File: src/rtl/hesb_defines.vh
`ifndef HESB_DEFINES_VH
`define HESB_DEFINES_VH

// register indices; byte address is four times the index
`define HESB_IDX_SUMMARY 4'h0
`define HESB_IDX_STORED 4'h1
`define HESB_IDX_CFG_A 4'h2
`define HESB_IDX_UNIT_B 4'h3
`define HESB_IDX_IRQ_STATUS 4'h4
`define HESB_IDX_IRQ_MASK 4'h5
`define HESB_IDX_UNIT_COUNT 4'h6

// summary word fields
`define HESB_SUM_STORED 0
`define HESB_SUM_CONFIG 1
`define HESB_SUM_CHANNEL 2
`define HESB_SUM_EXP_COMM 4
`define HESB_SUM_IO_ERR 10
`define HESB_SUM_EXP_ERR 11
`define HESB_SUM_IO_ALM 12
`define HESB_SUM_EXP_ALM 13
`define HESB_SUM_IO_NOTE 14

// stored-data fault word fields
`define HESB_SD_EEPROM 4
`define HESB_SD_CALIB 5
`define HESB_SD_SETVAL 6
`define HESB_SD_CFGREG 8
`define HESB_SD_MODEL_INFO 9
`define HESB_SD_MODEL_MISMATCH 12

// configuration word a fields
`define HESB_CA_UNKNOWN 0
`define HESB_CA_TOO_MANY 2
`define HESB_CA_COMM_FAIL 3
`define HESB_CA_LOST 4

// unit count above which the too-many flag rises
`define HESB_MAX_UNITS 9

// axi-lite responses
`define HESB_RESP_OKAY 2'b00
`define HESB_RESP_SLVERR 2'b10

`endif

File: src/rtl/hesb_status_bank.v
// Operation
// RULE1: summary bit0 follows any stored-data fault
// RULE2: summary bit1 ORs both configuration words
// RULE3: summary bit2 set while any channel errs
// RULE4: summary bit4 on expansion communication failure
// RULE5: summary bit10 follows local I/O error
// RULE6: summary bit11 on expansion unit error
// RULE7: summary bit12 follows local I/O alarm
// RULE8: summary bit13 on expansion unit alarm
// RULE9: summary bit14 follows I/O notification
// RULE10: config A bit0 unrecognised unit type
// RULE11: config A bit2 when units exceed 9
// RULE12: config A bit3 expansion communication failed
// RULE13: config A bit4 registered unit stopped responding
// RULE14: config B bit n-1 per-unit failure
// RULE15: unused bits zero, status writes ignored
//
// Decided for this implementation: the AXI4-Lite slave port.
`timescale 1ns/1ns
`include "hesb_defines.vh"

module hesb_status_bank #(
    parameter UNITS = 8,
    parameter CHANNELS = 4
) (
    // clock and reset
    input wire sys_clk,
    input wire arst_n,
    // fault sources, asynchronous levels
    input wire eeprom_fault,
    input wire calib_fault,
    input wire setval_fault,
    input wire cfgreg_fault,
    input wire model_info_fault,
    input wire model_mismatch_fault,
    input wire [CHANNELS-1:0] channel_err,
    input wire io_err,
    input wire io_alarm,
    input wire io_note,
    input wire exp_unit_err,
    input wire exp_unit_alarm,
    input wire unknown_unit,
    input wire [3:0] unit_count,
    input wire [UNITS-1:0] unit_comm_fail,
    input wire [UNITS-1:0] unit_registered,
    input wire [UNITS-1:0] unit_responding,
    // axi4-lite write address
    input wire s_axi_awvalid,
    output wire s_axi_awready,
    input wire [7:0] s_axi_awaddr,
    // axi4-lite write data
    input wire s_axi_wvalid,
    output wire s_axi_wready,
    input wire [31:0] s_axi_wdata,
    input wire [3:0] s_axi_wstrb,
    // axi4-lite write response
    output reg s_axi_bvalid,
    input wire s_axi_bready,
    output reg [1:0] s_axi_bresp,
    // axi4-lite read address
    input wire s_axi_arvalid,
    output wire s_axi_arready,
    input wire [7:0] s_axi_araddr,
    // axi4-lite read data
    output reg s_axi_rvalid,
    input wire s_axi_rready,
    output reg [31:0] s_axi_rdata,
    output reg [1:0] s_axi_rresp,
    // interrupt
    output wire irq
);

    localparam NIN = 14 + CHANNELS + 4 + 3 * UNITS;

    // all fault pins pass two flops; only the second stage is read
    wire [NIN-1:0] raw_in;
    reg [NIN-1:0] sync1_reg;
    reg [NIN-1:0] sync2_reg;

    assign raw_in = {eeprom_fault, calib_fault, setval_fault, cfgreg_fault,
                     model_info_fault, model_mismatch_fault, io_err, io_alarm,
                     io_note, exp_unit_err, exp_unit_alarm, unknown_unit,
                     channel_err, unit_count, unit_comm_fail, unit_registered,
                     unit_responding, 2'b00};

    always @(posedge sys_clk or negedge arst_n) begin
        if (!arst_n) begin
            sync1_reg <= {NIN{1'b0}};
            sync2_reg <= {NIN{1'b0}};
        end else begin
            sync1_reg <= raw_in;
            sync2_reg <= sync1_reg;
        end
    end

    wire s_eeprom = sync2_reg[NIN-1];
    wire s_calib = sync2_reg[NIN-2];
    wire s_setval = sync2_reg[NIN-3];
    wire s_cfgreg = sync2_reg[NIN-4];
    wire s_model_info = sync2_reg[NIN-5];
    wire s_model_mismatch = sync2_reg[NIN-6];
    wire s_io_err = sync2_reg[NIN-7];
    wire s_io_alarm = sync2_reg[NIN-8];
    wire s_io_note = sync2_reg[NIN-9];
    wire s_exp_err = sync2_reg[NIN-10];
    wire s_exp_alarm = sync2_reg[NIN-11];
    wire s_unknown = sync2_reg[NIN-12];
    wire [CHANNELS-1:0] s_chan = sync2_reg[NIN-13 -: CHANNELS];
    wire [3:0] s_count = sync2_reg[NIN-13-CHANNELS -: 4];
    wire [UNITS-1:0] s_fail = sync2_reg[3*UNITS+1 -: UNITS];
    wire [UNITS-1:0] s_regd = sync2_reg[2*UNITS+1 -: UNITS];
    wire [UNITS-1:0] s_resp = sync2_reg[UNITS+1 -: UNITS];

    // status words, rebuilt every cycle from synchronised levels
    reg [15:0] stored_word;
    reg [15:0] cfg_a_word;
    reg [15:0] unit_b_word;
    reg [15:0] summary_word;

    always @* begin
        stored_word = 16'h0000; // RULE15
        stored_word[`HESB_SD_EEPROM] = s_eeprom; // RULE1
        stored_word[`HESB_SD_CALIB] = s_calib; // RULE1
        stored_word[`HESB_SD_SETVAL] = s_setval; // RULE1
        stored_word[`HESB_SD_CFGREG] = s_cfgreg; // RULE1
        stored_word[`HESB_SD_MODEL_INFO] = s_model_info; // RULE1
        stored_word[`HESB_SD_MODEL_MISMATCH] = s_model_mismatch; // RULE1

        unit_b_word = 16'h0000; // RULE15
        unit_b_word[UNITS-1:0] = s_fail; // RULE14

        cfg_a_word = 16'h0000; // RULE15
        cfg_a_word[`HESB_CA_UNKNOWN] = s_unknown; // RULE10
        cfg_a_word[`HESB_CA_TOO_MANY] = (s_count > `HESB_MAX_UNITS); // RULE11
        cfg_a_word[`HESB_CA_COMM_FAIL] = |s_fail; // RULE12
        // a unit counts as lost only once registered in stored configuration
        cfg_a_word[`HESB_CA_LOST] = |(s_regd & ~s_resp); // RULE13

        summary_word = 16'h0000; // RULE15
        summary_word[`HESB_SUM_STORED] = |stored_word; // RULE1
        summary_word[`HESB_SUM_CONFIG] = |cfg_a_word | |unit_b_word; // RULE2
        summary_word[`HESB_SUM_CHANNEL] = |s_chan; // RULE3
        summary_word[`HESB_SUM_EXP_COMM] = |s_fail; // RULE4
        summary_word[`HESB_SUM_IO_ERR] = s_io_err; // RULE5
        summary_word[`HESB_SUM_EXP_ERR] = s_exp_err; // RULE6
        summary_word[`HESB_SUM_IO_ALM] = s_io_alarm; // RULE7
        summary_word[`HESB_SUM_EXP_ALM] = s_exp_alarm; // RULE8
        summary_word[`HESB_SUM_IO_NOTE] = s_io_note; // RULE9
    end

    // interrupts: rising summary bits set sticky status
    reg [15:0] summary_prev_reg;
    reg [15:0] irq_status_reg;
    reg [15:0] irq_mask_reg;
    wire [15:0] irq_event = summary_word & ~summary_prev_reg;

    assign irq = |(irq_status_reg & irq_mask_reg);

    // axi write path: address and data latched independently
    reg aw_held_reg;
    reg [7:0] aw_addr_reg;
    reg w_held_reg;
    reg [31:0] w_data_reg;
    reg [3:0] w_strb_reg;

    assign s_axi_awready = !aw_held_reg && !s_axi_bvalid;
    assign s_axi_wready = !w_held_reg && !s_axi_bvalid;

    wire wr_fire = aw_held_reg && w_held_reg && !s_axi_bvalid;
    wire [3:0] wr_idx = aw_addr_reg[5:2];
    wire wr_mapped = (aw_addr_reg[7:6] == 2'b00) && (wr_idx <= `HESB_IDX_UNIT_COUNT);

    function [15:0] strb_mask;
        input [3:0] strb;
        begin
            strb_mask = {{8{strb[1]}}, {8{strb[0]}}};
        end
    endfunction

    wire [15:0] wmask = w_data_reg[15:0] & strb_mask(w_strb_reg);
    wire clr_hit = wr_fire && (wr_idx == `HESB_IDX_IRQ_STATUS);
    wire [15:0] clr_bits = clr_hit ? wmask : 16'h0000;

    always @(posedge sys_clk or negedge arst_n) begin
        if (!arst_n) begin
            summary_prev_reg <= 16'h0000;
            irq_status_reg <= 16'h0000;
            irq_mask_reg <= 16'h0000;
        end else begin
            summary_prev_reg <= summary_word;
            // a new event wins over a clear in the same cycle
            irq_status_reg <= (irq_status_reg & ~clr_bits) | irq_event;
            if (wr_fire && wr_idx == `HESB_IDX_IRQ_MASK) begin
                irq_mask_reg <= (irq_mask_reg & ~strb_mask(w_strb_reg)) | wmask;
            end
        end
    end

    always @(posedge sys_clk or negedge arst_n) begin
        if (!arst_n) begin
            aw_held_reg <= 1'b0;
            aw_addr_reg <= 8'h00;
            w_held_reg <= 1'b0;
            w_data_reg <= 32'h00000000;
            w_strb_reg <= 4'h0;
            s_axi_bvalid <= 1'b0;
            s_axi_bresp <= `HESB_RESP_OKAY;
        end else begin
            if (s_axi_awvalid && s_axi_awready) begin
                aw_held_reg <= 1'b1;
                aw_addr_reg <= s_axi_awaddr;
            end
            if (s_axi_wvalid && s_axi_wready) begin
                w_held_reg <= 1'b1;
                w_data_reg <= s_axi_wdata;
                w_strb_reg <= s_axi_wstrb;
            end
            if (wr_fire) begin
                aw_held_reg <= 1'b0;
                w_held_reg <= 1'b0;
                s_axi_bvalid <= 1'b1;
                // status words accept the write silently and keep their value
                s_axi_bresp <= wr_mapped ? `HESB_RESP_OKAY : `HESB_RESP_SLVERR; // RULE15
            end else if (s_axi_bvalid && s_axi_bready) begin
                s_axi_bvalid <= 1'b0;
            end
        end
    end

    // axi read path: one outstanding read
    assign s_axi_arready = !s_axi_rvalid;
    wire [3:0] rd_idx = s_axi_araddr[5:2];

    reg [15:0] rd_word;
    reg rd_ok;
    always @* begin
        rd_ok = (s_axi_araddr[7:6] == 2'b00);
        case (rd_idx)
            `HESB_IDX_SUMMARY: rd_word = summary_word;
            `HESB_IDX_STORED: rd_word = stored_word;
            `HESB_IDX_CFG_A: rd_word = cfg_a_word;
            `HESB_IDX_UNIT_B: rd_word = unit_b_word;
            `HESB_IDX_IRQ_STATUS: rd_word = irq_status_reg;
            `HESB_IDX_IRQ_MASK: rd_word = irq_mask_reg;
            `HESB_IDX_UNIT_COUNT: rd_word = {12'h000, s_count};
            default: begin
                rd_word = 16'h0000;
                rd_ok = 1'b0;
            end
        endcase
    end

    always @(posedge sys_clk or negedge arst_n) begin
        if (!arst_n) begin
            s_axi_rvalid <= 1'b0;
            s_axi_rdata <= 32'h00000000;
            s_axi_rresp <= `HESB_RESP_OKAY;
        end else if (s_axi_arvalid && s_axi_arready) begin
            s_axi_rvalid <= 1'b1;
            s_axi_rdata <= rd_ok ? {16'h0000, rd_word} : 32'h00000000; // RULE15
            s_axi_rresp <= rd_ok ? `HESB_RESP_OKAY : `HESB_RESP_SLVERR;
        end else if (s_axi_rvalid && s_axi_rready) begin
            s_axi_rvalid <= 1'b0;
        end
    end

endmodule // hesb_status_bank

File: config.mk
export PLATFORM = sky130hd
export DESIGN_NAME = hesb_status_bank
export DESIGN_NICKNAME = d
export VERILOG_FILES = /design/src/rtl/hesb_status_bank.v
export VERILOG_INCLUDE_DIRS = /design/src /design/src/rtl
export SDC_FILE = /design/constraint.sdc
export NUM_CORES = 1
export LEC_CHECK = 0
export BUFFER_PORTS_ARGS = -buffer_cell sky130_fd_sc_hd__buf_2
export CORE_ASPECT_RATIO = 1.75
export CORE_MARGIN = 2
export CORE_UTILIZATION = 40
export CTS_CLUSTER_DIAMETER = 120
export DETAILED_ROUTE_END_ITERATION = 16
export PLACE_DENSITY = 0.69
export SYNTH_ARGS = -nofsm -noshare
export SYNTH_HDL_FRONTEND = slang
export SYNTH_SLANG_ARGS = --single-unit
File: constraint.sdc
create_clock -name sys_clk -period 2.2 [get_ports sys_clk]
set_clock_uncertainty 0.1 [all_clocks]
set_input_delay 0.44 -clock sys_clk [delete_from_list [all_inputs] [get_ports sys_clk]]
set_output_delay 0.44 -clock sys_clk [all_outputs]
set_load 0.01 [all_outputs]
==> metrics <==
RePlAce Congestion between 0.8 and 0.9; cell internal power dissipation 0.00591 W; total count of hold-check failures in the final report 0; Min Clock Period, post-route 2.16 ns; area of the mapped netlist 6440 um2; Worst Setup Slack post-DPL 0.255 ns; area of the multi-input gates 1880 um2; sequential cell area 4380 um2; RSZ-0062 raised after global routing true; total via count after detailed routing 3809; Inst Count DP 722; maximum count of clock buffers along a single path 2; number of input and output port buffers inserted 104; clock-pin slew reported for the worst setup and hold paths after clock tree synthesis approximately 0.070 ns; Min-Delay Startpoint unit_registered[3]; fillcell total 1383; share of final-layout standard cells stronger than drive strength 1 between 30% and 40%; All-Layer GR Usage 16.0%; Final HPWL DP 9.49 mm; CP Launch Type flip-flop; global-route wire length before repair roughly 21 mm; Gate power share 14.2%; utilization after layout between 40% and 50%; final setup vio count 0; Core Rows 61; drt wl/cell 17.1 um; series of cell instances along the critical path a22o_1, a221oi_2, nand4_1, buf_2; number of antenna violations at the first check in global routing 0; WHS 0.0203 ns; share of power burned in registers roughly 50%; growth of design area from synthesis to finish 22.6%; worst hold path type input pin to flip-flop; floorplan die width ~100 um; kind of critical path flip-flop to output port; pin count of the biggest net entering global routing 63; Critical Path Sink Type output port; number of unique standard cell types used by synthesis between 50 and 60; clock insertion delay at the later pin of the skew report 0.42 ns; net switching power of the design between 0.002 and 0.0025 W; library cell contributing the largest single delay on the critical path sky130_fd_sc_hd__dfrtp_1; synth warn 0; required time at the worst-slack endpoint ~1.7 ns; number of synthesized flops with an enable pin 0; number of clock sinks ~180; sequential share of the synthesized area 68.0%; total of max-cap violations 0; htree depth 4; post-synthesis area per instance 15.0 um2; period utilisation layout 98.3%; number of nets in the final layout 661; leakage power summed over all cells 3.68 nW; routed wire length 13.0 mm; sum of negative setup slack 0 ns; instance count along the most critical hold path 1; cell type group with the largest total delay on the critical path compound AO/OA/AOI/OAI gates; fin cells 760; worst reg2reg path depth 5; top cell type by total area after synthesis sky130_fd_sc_hd__dfrtp_1; TritonCTS clock tree yes; drt via density approximately 5.0; Iter 0 DRT Violations between 200 and 250; synth top area cells sky130_fd_sc_hd__dfrtp_1 (68%), sky130_fd_sc_hd__mux2_4 (3.7%), sky130_fd_sc_hd__mux2_2 (3.0%); core area 15800 um2; Yosys reg bits ~180; sum of buffers and inverters on the critical path 1; Num CTS Buffers 17; achievable clock frequency 462 MHz; share of total power in the clock network 35.9%; status complete, no violations; area of the die about 17000 um2; Worst path max stage delay 0.41 ns; area share of the leading cell type in the synthesized netlist between 60% and 70%; worst path setup slack after routing 0.0368 ns; count of inserted antenna diode cells 0; effective utilization at floorplan 40.7%; Mapped Cells 430; depth of the critical timing path with buffers and inverters included 4; Detailed Routing Iterations Pass 1 4; height of the chip 172 um; maximum ir drop on the vdd rail between 0.4 and 0.5 mV; remaining global-route overflow 0; net switching fraction of the power 28.9%; crit path launch irq_status_reg[14]; Max-slew headroom 59.4%; vias in the first global route 4037; launch point of the worst reg-to-reg path sync2_reg[23]; Routed Antenna Nets 0; Power Dens Cells between 1000 and 1500 nW/um2; maximum fanout along the worst path 3; buffer cell driving the clock tree root sky130_fd_sc_hd__clkbuf_16; pins over their slew limit 0; drc violations 0; Worst EP arrival approximately 1.6 ns; slew of the pin with the lowest slew margin 0.608 ns; share of flip-flops with an asynchronous set or reset 100%; Top-Level Pins 145; most common flop cell mapped by yosys sky130_fd_sc_hd__dfrtp_1
[cells in the mapped netlist, drive strengths merged, types with 6 or more instances]
master    n
nand2    26
a22o     19
nand3b    7
nor2      6
mux2     43
a221oi    8
inv      13
o21ai    17
buf      29
dfrtp   175
a21oi     6
a21boi    7
nand2b    9
nor2b     6
[power groups by stage]
stage                     Combinational, W  Sequential, W  Clock (W)
after floorplan                   0.000876        0.00402          0
final                              0.00118        0.00415    0.00299
after detailed placement           0.00118        0.00421          0
after global placement             0.00114        0.00417          0
after global routing               0.00130        0.00421    0.00321
after CTS                          0.00120        0.00415    0.00306
[what timing repair did]
action / in CTS / in global routing
hold buffers: 1 / 3
buffers inserted: 1 / 1
resized for setup: 4 / 1
endpoints found under the setup margin: 1 / 1
pin swaps: 1 / 2
hold endpoints to repair: 29 / 3
[through the flow]
stage	total power, W	cell area [um2]
after floorplan	0.00490	6500
after global placement	0.00531	7190
after detailed placement	0.00538	7190
after CTS	0.00841	7850
after global routing	0.00872	7890
final	0.00831	7890
[layout make-up]
class / instances / area share (%)
multi-input cells: 225 / 23.9
inverters: 13 / 0.618
clock inverters: 15 / 2.41
repair buffers: 126 / 9.21
flip-flops and latches: 175 / 55.5
clock buffers: 17 / 5.39
well taps: 189 / 3.00
[path summary, 6_finish.rpt]
path / end / slack, ns
min in group asynchronous: s_axi_bvalid / 0.37
min: sync1_reg[13] / 0.02
max in group asynchronous: irq_status_reg[3] / 0.98
max reg2reg: s_axi_rdata[1] / 0.31
min reg2reg: sync2_reg[32] / 0.24
max: irq / 0.04
[kinds of logic (layout without fill, tap and decap cells)]
family          count (synthesis)  count (layout)  synth area share [%]
compound gates                 81              81                  9.50
other cells                     1              18                0.0583
buf+inv                        47             171                  4.12
mux                            43              43                  8.45
flops                         175             175                  68.0
simple gates                   83              83                  9.83
[placed cells by master, fill, tap and decap left out, types with 9 or more instances in the layout]
master and count:
sky130_fd_sc_hd__a22o_1 19, sky130_fd_sc_hd__buf_2 103, sky130_fd_sc_hd__buf_4 16, sky130_fd_sc_hd__clkbuf_16 17, sky130_fd_sc_hd__conb_1 18, sky130_fd_sc_hd__dfrtp_1 174
sky130_fd_sc_hd__inv_1 12, sky130_fd_sc_hd__mux2_1 10, sky130_fd_sc_hd__mux2_2 17, sky130_fd_sc_hd__mux2_4 16, sky130_fd_sc_hd__nand2_1 26, sky130_fd_sc_hd__nand2b_1 9
sky130_fd_sc_hd__o21ai_1 12
[metal layers]
| metal | track usage (%) | part of all wire (%) |
|---|---|---|
| met1 | 18.6 | 38 |
| met2 | 27.8 | 54 |
| met3 | 3.82 | 4.8 |
| met4 | 7.39 | 2.6 |
| met5 | 0 | 0 |
Note: power is estimated with default switching activity, not from simulation.
